`config.mk`:
```
export PLATFORM = sky130hd
export DESIGN_NAME = cpu_timers
export DESIGN_NICKNAME = d
export VERILOG_FILES = /design/src/design/cpu_timers_pkg.sv /design/src/design/cpu_timers.sv /design/src/design/tick_source.sv /design/src/design/tap_rise.sv
export SDC_FILE = /design/constraint.sdc
export NUM_CORES = 1
export LEC_CHECK = 0
export BUFFER_PORTS_ARGS = -buffer_cell sky130_fd_sc_hd__buf_2
export CORE_UTILIZATION = 40
export CTS_CLUSTER_SIZE = 25
export DETAILED_ROUTE_END_ITERATION = 8
export PLACE_DENSITY = 0.56
export SKIP_LAST_GASP = 1
export SLEW_MARGIN = 5
export SYNTH_ARGS = -nofsm -noshare
export SYNTH_HDL_FRONTEND = slang
export SYNTH_SLANG_ARGS = --single-unit
```
`constraint.sdc`:
```
create_clock -name ref_clk_i -period 3.1 [get_ports ref_clk_i]
set_input_delay 0 -clock ref_clk_i [delete_from_list [all_inputs] [get_ports ref_clk_i]]
set_output_delay 0 -clock ref_clk_i [all_outputs]
set_load 0.05 [all_outputs]
```
`src/design/cpu_timers_pkg.sv`:
```
// package: constants and carriers for the time base and its three timers
package cpu_timers_pkg;

  // ----------------------------------------
  // widths
  // ----------------------------------------
  localparam int ADDR_W = 8;
  localparam int DATA_W = 32;
  localparam int TB_W   = 64;
  localparam int ITV_W  = 32;
  localparam int TAP_N  = 4;

  // ----------------------------------------
  // register offsets
  // ----------------------------------------
  localparam logic [7:0] OFS_TB_LO  = 8'h00;
  localparam logic [7:0] OFS_TB_HI  = 8'h04;
  localparam logic [7:0] OFS_ITV    = 8'h08;
  localparam logic [7:0] OFS_RELOAD = 8'h0c;
  localparam logic [7:0] OFS_CTRL   = 8'h10;
  localparam logic [7:0] OFS_STATUS = 8'h14;
  localparam logic [7:0] OFS_MASK   = 8'h18;

  // ----------------------------------------
  // field positions
  // ----------------------------------------
  localparam int CTRL_EXT_SRC_BIT = 0;
  localparam int CTRL_RELOAD_BIT  = 1;
  localparam int CTRL_FIT_SEL_LSB = 2;
  localparam int CTRL_WD_SEL_LSB  = 4;
  localparam int CTRL_WD_TYPE_LSB = 6;
  localparam int CTRL_WD_EN_BIT   = 8;
  localparam int CTRL_W           = 9;
  localparam int IRQ_ITV_BIT      = 0;
  localparam int IRQ_FIT_BIT      = 1;
  localparam int IRQ_WD_BIT       = 2;
  localparam int IRQ_W            = 3;

  // ----------------------------------------
  // time-base tap positions per select code
  // ----------------------------------------
  localparam logic [TAP_N-1:0][5:0] FIT_TAPS = {6'h15, 6'h11, 6'h0d, 6'h09};
  localparam logic [TAP_N-1:0][5:0] WD_TAPS  = {6'h19, 6'h15, 6'h11, 6'h0d};

  // ----------------------------------------
  // reset values
  // ----------------------------------------
  localparam logic [TB_W-1:0]   TB_RST     = 64'h0;
  localparam logic [ITV_W-1:0]  ITV_RST    = 32'h0;
  localparam logic [CTRL_W-1:0] CTRL_RST   = 9'h000;
  localparam logic [IRQ_W-1:0]  IRQ_RST    = 3'h0;
  localparam logic [DATA_W-1:0] RDATA_RST  = 32'h0;

  // ----------------------------------------
  // carriers
  // ----------------------------------------
  typedef struct packed {
    logic       wd_en;
    logic [1:0] wd_type;
    logic [1:0] wd_sel;
    logic [1:0] fit_sel;
    logic       auto_reload;
    logic       ext_src;
  } ctrl_s;

  typedef struct packed {
    logic wdog;
    logic fixed;
    logic interval;
  } irq_s;

endpackage

```
`src/design/cpu_timers.sv`:
```
// module: 64-bit time base with interval, fixed-interval and watchdog timers
// ----------------------------------------
// What this block does
// 64-bit time base counts up continuously
// advance from cpu clock or external tick
// time base wrap raises no interrupt
// all timers step with time-base advance
// 32-bit interval count decrements per advance
// software write loads the interval count
// at zero, stop and raise interval interrupt
// auto-reload restores last written value
// fixed-interval timer picks one of four taps
// fixed interrupt only on tap rising edge
// watchdog interrupts each completed interval
// four watchdog periods, selectable reset type
// two unserviced intervals issue configured reset
// first expiry sets status, second resets
// status sticky until cleared; time base readable
// ----------------------------------------
//
// Our own choices: the address map and the strobed register port.
`timescale 1ns/1ns
module cpu_timers
  import cpu_timers_pkg::*;
(
  // clock and reset
  input  wire logic              ref_clk_i,
  input  wire logic              reset_i,
  // register port
  input  wire logic [ADDR_W-1:0] addr_i,
  input  wire logic [DATA_W-1:0] wdata_i,
  input  wire logic              wr_i,
  input  wire logic              rd_i,
  output logic      [DATA_W-1:0] rdata_o,
  // external timer clock
  input  wire logic              ext_tick_i,
  // to core exception and reset logic
  output logic                   irq_o,
  output logic                   wd_reset_o,
  output logic      [1:0]        wd_reset_type_o
);

  // ----------------------------------------
  // declarations
  // ----------------------------------------
  logic [TB_W-1:0]   tb_reg;
  logic [DATA_W-1:0] tb_hi_snap_reg;
  logic [ITV_W-1:0]  itv_reg;
  logic [ITV_W-1:0]  itv_next;
  logic [ITV_W-1:0]  reload_reg;
  ctrl_s             ctrl_reg;
  irq_s              status_reg;
  irq_s              status_next;
  irq_s              mask_reg;
  irq_s              set_bits;
  irq_s              clr_bits;
  logic [DATA_W-1:0] rdata_reg;
  logic [DATA_W-1:0] read_next;
  logic              irq_reg;
  logic              wd_reset_reg;
  logic [1:0]        wd_type_reg;
  logic              advance;
  logic              fit_rise;
  logic              wd_expire;
  logic              wd_fire;
  logic              itv_hit;
  logic              wr_itv;
  logic              wr_status;
  logic [TAP_N-1:0]  fit_taps;
  logic [TAP_N-1:0]  wd_taps;

  assign wr_itv    = wr_i && (addr_i == OFS_ITV);
  assign wr_status = wr_i && (addr_i == OFS_STATUS);

  // ----------------------------------------
  // advance source
  // ----------------------------------------
  tick_source u_tick (
    .ref_clk_i  (ref_clk_i),
    .reset_i    (reset_i),
    .ext_src_i  (ctrl_reg.ext_src),
    .ext_tick_i (ext_tick_i),
    .advance_o  (advance)
  );

  // ----------------------------------------
  // time base
  // ----------------------------------------
  always_ff @(posedge ref_clk_i) begin
    if (reset_i) begin
      tb_reg <= TB_RST;
    end else if (advance) begin
      tb_reg <= tb_reg + 64'h1;
    end
  end

  // high word frozen by a low-word read for a tear-free pair
  always_ff @(posedge ref_clk_i) begin
    if (reset_i) begin
      tb_hi_snap_reg <= RDATA_RST;
    end else if (rd_i && (addr_i == OFS_TB_LO)) begin
      tb_hi_snap_reg <= tb_reg[TB_W-1:DATA_W];
    end
  end

  // ----------------------------------------
  // tap vectors
  // ----------------------------------------
  for (genvar g = 0; g < TAP_N; g++) begin : g_taps
    assign fit_taps[g] = tb_reg[FIT_TAPS[g]];
    assign wd_taps[g]  = tb_reg[WD_TAPS[g]];
  end

  tap_rise u_fit (
    .ref_clk_i (ref_clk_i),
    .reset_i   (reset_i),
    .taps_i    (fit_taps),
    .sel_i     (ctrl_reg.fit_sel),
    .rise_o    (fit_rise)
  );

  tap_rise u_wd (
    .ref_clk_i (ref_clk_i),
    .reset_i   (reset_i),
    .taps_i    (wd_taps),
    .sel_i     (ctrl_reg.wd_sel),
    .rise_o    (wd_expire)
  );

  // ----------------------------------------
  // interval countdown
  // ----------------------------------------
  assign itv_hit = advance && !wr_itv && (itv_reg == 32'h1);

  always_comb begin
    itv_next = itv_reg;
    if (wr_itv) begin
      itv_next = wdata_i;
    end else if (advance && (itv_reg != ITV_RST)) begin
      if (itv_reg == 32'h1 && ctrl_reg.auto_reload) begin
        itv_next = reload_reg;
      end else begin
        itv_next = itv_reg - 32'h1;
      end
    end
  end

  always_ff @(posedge ref_clk_i) begin
    if (reset_i) begin
      itv_reg <= ITV_RST;
    end else begin
      itv_reg <= itv_next;
    end
  end

  always_ff @(posedge ref_clk_i) begin
    if (reset_i) begin
      reload_reg <= ITV_RST;
    end else if (wr_itv) begin
      reload_reg <= wdata_i;
    end
  end

  // ----------------------------------------
  // control and mask
  // ----------------------------------------
  always_ff @(posedge ref_clk_i) begin
    if (reset_i) begin
      ctrl_reg <= CTRL_RST;
    end else if (wr_i && (addr_i == OFS_CTRL)) begin
      ctrl_reg <= ctrl_s'(wdata_i[CTRL_W-1:0]);
    end
  end

  always_ff @(posedge ref_clk_i) begin
    if (reset_i) begin
      mask_reg <= IRQ_RST;
    end else if (wr_i && (addr_i == OFS_MASK)) begin
      mask_reg <= irq_s'(wdata_i[IRQ_W-1:0]);
    end
  end

  // ----------------------------------------
  // watchdog
  // ----------------------------------------
  // a clear in the expiry cycle counts as service
  assign wd_fire = wd_expire && ctrl_reg.wd_en && status_reg.wdog
                   && !(wr_status && wdata_i[IRQ_WD_BIT]);

  always_ff @(posedge ref_clk_i) begin
    if (reset_i) begin
      wd_reset_reg <= 1'b0;
    end else begin
      wd_reset_reg <= wd_fire;
    end
  end

  always_ff @(posedge ref_clk_i) begin
    if (reset_i) begin
      wd_type_reg <= 2'h0;
    end else if (wd_fire) begin
      wd_type_reg <= ctrl_reg.wd_type;
    end
  end

  // ----------------------------------------
  // status, sticky with write-one-to-clear
  // ----------------------------------------
  always_comb begin
    set_bits          = IRQ_RST;
    set_bits.interval = itv_hit;
    set_bits.fixed    = fit_rise;
    set_bits.wdog     = wd_expire;
    clr_bits          = wr_status ? irq_s'(wdata_i[IRQ_W-1:0]) : IRQ_RST;
    status_next       = (status_reg & ~clr_bits) | set_bits;
  end

  always_ff @(posedge ref_clk_i) begin
    if (reset_i) begin
      status_reg <= IRQ_RST;
    end else begin
      status_reg <= status_next;
    end
  end

  always_ff @(posedge ref_clk_i) begin
    if (reset_i) begin
      irq_reg <= 1'b0;
    end else begin
      irq_reg <= |(status_next & mask_reg);
    end
  end

  // ----------------------------------------
  // read port
  // ----------------------------------------
  always_comb begin
    read_next = RDATA_RST;
    case (addr_i)
      OFS_TB_LO:  read_next = tb_reg[DATA_W-1:0];
      OFS_TB_HI:  read_next = tb_hi_snap_reg;
      OFS_ITV:    read_next = itv_reg;
      OFS_RELOAD: read_next = reload_reg;
      OFS_CTRL:   read_next = {{(DATA_W-CTRL_W){1'b0}}, ctrl_reg};
      OFS_STATUS: read_next = {{(DATA_W-IRQ_W){1'b0}}, status_reg};
      OFS_MASK:   read_next = {{(DATA_W-IRQ_W){1'b0}}, mask_reg};
      default:    read_next = RDATA_RST;
    endcase
  end

  always_ff @(posedge ref_clk_i) begin
    if (reset_i) begin
      rdata_reg <= RDATA_RST;
    end else if (rd_i) begin
      rdata_reg <= read_next;
    end else begin
      rdata_reg <= RDATA_RST;
    end
  end

  // ----------------------------------------
  // outputs
  // ----------------------------------------
  assign rdata_o         = rdata_reg;
  assign irq_o           = irq_reg;
  assign wd_reset_o      = wd_reset_reg;
  assign wd_reset_type_o = wd_type_reg;
endmodule

```
`src/design/tick_source.sv`:
```
// module: picks the time-base advance from the cpu clock or the external tick
`timescale 1ns/1ns
module tick_source
  import cpu_timers_pkg::*;
(
  // clock and reset
  input  wire logic ref_clk_i,
  input  wire logic reset_i,
  // selection and external tick
  input  wire logic ext_src_i,
  input  wire logic ext_tick_i,
  // advance strobe
  output logic      advance_o
);

  logic ext_prev_reg;

  // ----------------------------------------
  // external tick edge
  // ----------------------------------------
  always_ff @(posedge ref_clk_i) begin
    if (reset_i) begin
      ext_prev_reg <= 1'b0;
    end else begin
      ext_prev_reg <= ext_tick_i;
    end
  end

  // one advance per cpu clock, or per rising external edge
  assign advance_o = ext_src_i ? (ext_tick_i & ~ext_prev_reg) : 1'b1;

endmodule

```
`src/design/tap_rise.sv`:
```
// module: selects one of four time-base taps and flags its rising edge
`timescale 1ns/1ns
module tap_rise
  import cpu_timers_pkg::*;
(
  // clock and reset
  input  wire logic             ref_clk_i,
  input  wire logic             reset_i,
  // taps and select
  input  wire logic [TAP_N-1:0] taps_i,
  input  wire logic [1:0]       sel_i,
  // rising edge pulse
  output logic                  rise_o
);

  logic tap_prev_reg;
  logic tap_now;

  assign tap_now = taps_i[sel_i];

  // ----------------------------------------
  // previous tap value
  // ----------------------------------------
  always_ff @(posedge ref_clk_i) begin
    if (reset_i) begin
      tap_prev_reg <= 1'b0;
    end else begin
      tap_prev_reg <= tap_now;
    end
  end

  // only the 0 to 1 change counts
  assign rise_o = tap_now & ~tap_prev_reg;

endmodule

```
==> flow_metrics.tcl, run 1 <==
set metrics [dict create \
    syn_inst 1207 \
    drc 0 \
    fin_crit_sh 0.954 \
    row_count 56 \
    p_total_mw 8.45 \
    status "completed" \
    hp-class "input pin to flip-flop" \
    numCtsBuffers 25 \
    crit_path_max_fanout 12 \
    fin_ws_ps 144 \
    whs_ps 77.0 \
    syn_nets 1256 \
    yosys-top-cells-area "dfxtp_1 (44%), nand2_1 (9.0%), a21oi_1 (7.5%)" \
    synth-edff-count 0 \
    core_mm2 0.0238 \
    first_global_vias 8725 \
    synth_top_family_by_area "simple AND/OR/NAND/NOR gates" \
    postSynthAreaPerCell_um2 8.13 \
    detail-route-antenna-nets 0 \
    yosysMostFrequentCell "nand2_1" \
    cts_root_buffer "clkbuf_16" \
    tightest_slew_ps 935 \
    die-area_mm2 0.0252 \
    min_from "rd_i" \
    clk_latency_ps 530 \
    worst-path-buf-inv 0 \
    synth_seq_cells 214 \
    fin_crit_ps 2960 \
    fmax_mhz 338 \
    htree_levels 1 \
    routed_wl_mm 32.2 \
    hpwlAfterDp_mm 22.3 \
    utilization 0.503 \
    fillCellCount 2329 \
    start_util 0.413 \
    grt_use_total 0.255 \
    arrival_ps 3350 \
    leakagePower_nw 4.23 \
    drive_gt1_frac 0.153 \
    synthMuxAreaShare 0.0223 \
    place_area_mm2 0.0107 \
    power_per_cell_area_mw_per_mm2 706 \
    final_area_mm2 0.0120 \
    rsz0062_at_grt "false" \
    clockBufferDepth 3 \
    setup_violations 0 \
    path_cells "or4_1, or3_4, or4_1, and3_1, a211oi_2, o32ai_1" \
    peakVddDrop_v 0.000409 \
    synthDistinctLibCells 57 \
    dp_slack_ps 187 \
    critical_path.top_delay_family "simple AND/OR/NAND/NOR gates" \
    yosysWarnings 0 \
    cts.sinks 214 \
    largest_reg_flops 64 \
    drt_iter0_drc 935 \
    antenna_found_initial 0 \
    grt-ovfl-total 0 \
    grt_pass1_wl_mm 49.2 \
    ys_async_sr_fraction 0 \
    synth-main-ff-cell "dfxtp_1" \
    startpoint "itv_reg[28]" \
    wl_per_cell_um 19.4 \
    r2r_start "itv_reg[28]" \
    gp_congestion 0.866 \
    crit_type "flip-flop to flip-flop" \
    portBuffers 80 \
    drv_cap 0 \
    tns_ps 0 \
    vias 9435 \
    slowest_stage "or4_1" \
    end_kind "flip-flop" \
    slew_viol_final 0 \
    first_pass_iters 7 \
    synth_fa_ha_area_frac 0.00510 \
    cpMostUsedCell "or4_1" \
    num_antenna_cells 0 \
    ctsResizeCount 0 \
    grt_max_degree 77 \
    cp-start-kind "flip-flop" \
    critPathMaxStageDelay_ps 830 \
    ys_seq_area_frac 0.436 \
    synth_top_area_share 0.436 \
    synthSimpleGateAreaFrac 0.254 \
    fin_skew_ps 9.14 \
    final_cells 1664 \
    die_h_um 159 \
    pin_count 81 \
    dpl.cell_count 1573 \
    syn2layout_area_growth_pct 21.8 \
    viasPerCell 5.67 \
    cts_tree "yes" \
    die_w_um 159 \
    synthXorXnorAreaFrac 0.0544 \
    synth_compound_area_frac 0.186 \
    hold_viol 0 \
    fin_nets 1375 \
    netlist_area_mm2 0.00982 \
    yosysTopAreaCell "dfxtp_1" \
    crit_required_ps 3500 \
    clk_pin_slew_ps 60 \
    max_slew_margin 0.377 \
    synth_common_cells "nand2_1 (235), dfxtp_1 (214), a21oi_1 (147)" \
]
==> routing by layer <==
metal / GRT usage / up-vias / part of all wire
li1: - / 4598 / -
met1: 0.354 / 4488 / 0.46
met2: 0.401 / 299 / 0.45
met3: 0.0474 / 50 / 0.069
met4: 0.0742 / 0 / 0.026
met5: 0 / - / 0
==> report_power, final <==
group          switching (mW)  internal (mW)
combinational            1.33           1.02
sequential              0.248           2.94
clock                    1.21           1.70
total                    2.78           5.66
==> kinds of logic after synthesis <==
| family | count (synthesis) |
|---|---|
| adder cells (fa/ha/maj) | 4 |
| AND/OR/NAND/NOR | 526 |
| buffers and inverters | 101 |
| XOR/XNOR | 61 |
| multiplexers | 18 |
| AO/OA/AOI/OAI | 283 |
| flip-flops | 214 |
==> timing repair <==
item / 4_1_cts / 5_1_grt
hold buffers: 45 / 0
endpoints found under the hold margin: 83 / 0
setup buffers: 0 / 0
==> placed cells by master (no fill, tap or decap), drive strengths merged, types with 3 or more instances in the layout <==
cell | netlist | routed
a211oi | 11 | 11
a21oi | 147 | 147
a222oi | 31 | 31
a22oi | 7 | 7
a31oi | 9 | 9
and2 | 12 | 12
and3 | 19 | 19
and4 | 9 | 9
buf | 14 | 135
clkbuf | 74 | 31
clkinv | 1 | 9
clkinvlp | 0 | 3
dfxtp | 214 | 214
dlygate4sd3 | 0 | 45
ha | 4 | 4
inv | 12 | 14
mux2 | 11 | 11
mux2i | 5 | 5
nand2 | 235 | 235
nand3 | 45 | 45
nand4 | 17 | 17
nor2 | 82 | 82
nor2b | 9 | 9
nor3 | 26 | 26
nor3b | 3 | 3
nor4 | 28 | 28
nor4b | 6 | 6
o211ai | 10 | 10
o21a | 3 | 3
o21ai | 21 | 21
o221ai | 16 | 16
o31ai | 6 | 6
o32ai | 8 | 8
or3 | 17 | 17
or4 | 13 | 13
xnor2 | 38 | 38
xor2 | 23 | 23
==> worst paths after layout <==
path	endpoint	slack (ps)	cells after the start
setup / recovery	itv_reg[17]	140	6
hold / removal	tb_hi_snap_reg[9]	80	5
hold reg to reg	rdata_o[14]	450	2
setup reg to reg	itv_reg[17]	140	6
==> cell type report <==
type / count / area [µm²] / area share
Clock buffer: 31 / 668 / 0.0559
Inverter: 13 / 48.8 / 0.00408
Multi-Input combinational cell: 892 / 5150 / 0.431
Clock inverter: 15 / 140 / 0.0117
Sequential cell: 214 / 4280 / 0.358
Tap cell: 319 / 399 / 0.0334
Timing Repair Buffer: 180 / 1270 / 0.106
==> worst register-to-register path, delay by kind of cell (launching register included) <==
family	cells	cell delay (ps)
AOI/OAI and AO/OA	2	290
DFF	1	370
and+or+nand+nor	4	2180
Note: power is estimated with default switching activity, not from simulation.
==> inputs of run 2 (changes only) <==
Settings changed: RECOVER_POWER from default to 50.
==> flow_metrics.tcl, run 2 (same netlist as run 1, synthesis figures left out) <==
set metrics [dict create \
    status "finished, violations left" \
    violations "capacitance limit, slew limit" \
    viasPerCell 5.72 \
    grt_max_degree 77 \
    wl_met3_mm 2.49 \
    worst_r2r_path_depth 6 \
    power_per_cell_area_mw_per_mm2 710 \
    drt_iter0_drc 964 \
    crit_type "flip-flop to flip-flop" \
    postCtsSetupRepairBufs 0 \
    fin_ws_ps 147 \
    r2r_start "itv_reg[20]" \
    crit_cells 6 \
    max_slew_margin -0.0973 \
    routed_wl_mm 32.2 \
    antenna_found_initial 0 \
    start_util 0.413 \
    hp-class "input pin to flip-flop" \
    cts_root_buffer "clkbuf_16" \
    r2r_end "itv_reg[1]" \
    wl_per_cell_um 19.3 \
    row_count 56 \
    fmax_mhz 339 \
    drv_cap 1 \
    final_common_cell "nand2_1" \
    first_global_vias 8725 \
    m1WireLength_mm 14.5 \
    vias 9515 \
    fillCellCount 2356 \
    drive_gt1_frac 0.123 \
    fin_skew_ps 8.61 \
    die_w_um 159 \
    p_total_mw 8.44 \
    grt_pass1_wl_mm 49.2 \
    startpoint "itv_reg[20]" \
    tns_ps 0 \
    critPathMaxStageDelay_ps 840 \
    grt-ovfl-total 0 \
    slowest_stage "or4_1" \
    dr_wl_met2_mm 14.4 \
    detail-route-antenna-nets 0 \
    hold_viol 0 \
    top_layer_used "met4" \
    rsz0062_at_grt "false" \
    clk_latency_ps 530 \
    die_h_um 159 \
    reg2reg_slack_ps 150 \
    crit_path_max_fanout 12 \
    fin_crit_sh 0.952 \
    peakVddDrop_v 0.000412 \
    critical_path.top_delay_family "simple AND/OR/NAND/NOR gates" \
    pin_count 81 \
    layout_common_cells "nand2_1 (235), dfxtp_1 (214), a21oi_1 (147), nor2_1 (82), buf_4 (50)" \
    clockBufferDepth 3 \
    slew_viol_final 77 \
    portBuffers 80 \
    worst-path-buf-inv 1 \
    htree_levels 1 \
    fin_crit_ps 2950 \
    largest_reg_flops 64 \
    path_cells "or4_4, or4_4, or4_1, buf_4, o211ai_1, a31oi_1" \
    cp-start-kind "flip-flop" \
    die-area_mm2 0.0252 \
    dp_slack_ps 187 \
    cts_tree "yes" \
    grt_use_total 0.255 \
    syn2layout_area_growth_pct 21.1 \
    core_mm2 0.0238 \
    gp_congestion 0.866 \
    end_kind "flip-flop" \
    hpwlAfterDp_mm 22.3 \
    drc 0 \
    whs_ps 76.5 \
    leakagePower_nw 4.05 \
    critPathCapture "itv_reg[1]" \
    num_antenna_cells 0 \
    numCtsBuffers 25 \
    first_pass_iters 8 \
    fin_nets 1375 \
    cpMostUsedCell "or4_4" \
    cts.sinks 214 \
    clk_pin_slew_ps 60 \
    crit_required_ps 3430 \
    arrival_ps 3280 \
    tightest_slew_ps 1650 \
    setup_violations 0 \
]
## run 2: cell types whose count changed in the layout (fill, tap and decap cells not counted), sizes merged
| cell | before | now |
|---|---|---|
| buf | 135 | 92 |
| clkbuf | 31 | 74 |
## run 2: per-stage QoR
step	std cells	utilization	instance area, µm²
2_1_floorplan	1207	-	9820
3_3_place_gp	1573	0.450	10700
3_5_place_dp	1573	0.450	10700
4_1_cts	1664	0.503	12000
5_1_grt	1664	0.501	11900
6_report	1664	0.501	11900
## run 2: power by group
group | internal, mW | leakage [nW] | switching (mW)
combinational | 1.02 | 1.93 | 1.32
sequential | 2.94 | 1.73 | 0.246
clock | 1.70 | 0.396 | 1.20
total | 5.66 | 4.05 | 2.77
## run 2: tightest hold or removal path: stages
cell and delay, ps:
buf_2 100, nand2_1 50, buf_4 240, nand2_1 110, a21oi_1 50
## run 2: cell type report
cell class / instances / area (µm²) / share of cell area
Clock buffer: 31 / 668 / 0.0562
Inverter: 13 / 48.8 / 0.00410
Sequential cell: 214 / 4280 / 0.360
Tap cell: 319 / 399 / 0.0336
Multi-Input combinational cell: 892 / 5150 / 0.433
Timing Repair Buffer: 180 / 1200 / 0.101
Clock inverter: 15 / 140 / 0.0118
## run 2: worst min path at each step
stage / start / to / slack (ps) / cells past startpoint
finish: rd_i / tb_hi_snap_reg[9] / 80 / 5
global route: addr_i[2] / ctrl_reg[0] / 140 / 5
CTS: addr_i[2] / ctrl_reg[3] / 70 / 5
detailed placement: ext_tick_i / u_tick.ext_prev_reg / 240 / 2
global placement: ext_tick_i / u_tick.ext_prev_reg / 230 / 2
floorplan: ext_tick_i / u_tick.ext_prev_reg / 130 / 1
## run 2: routing by layer
metal	track usage	vias to the layer above
met3	0.0474	52
met2	0.401	339
li1	-	4592
met5	0	-
met1	0.354	4532
met4	0.0742	0
## run 2: repair_timing
item                       in CTS  in global routing
setup endpoints to repair       0                  0
hold endpoints to repair       83                  0
gates resized for setup         0                  0
hold buffers                   45                  0
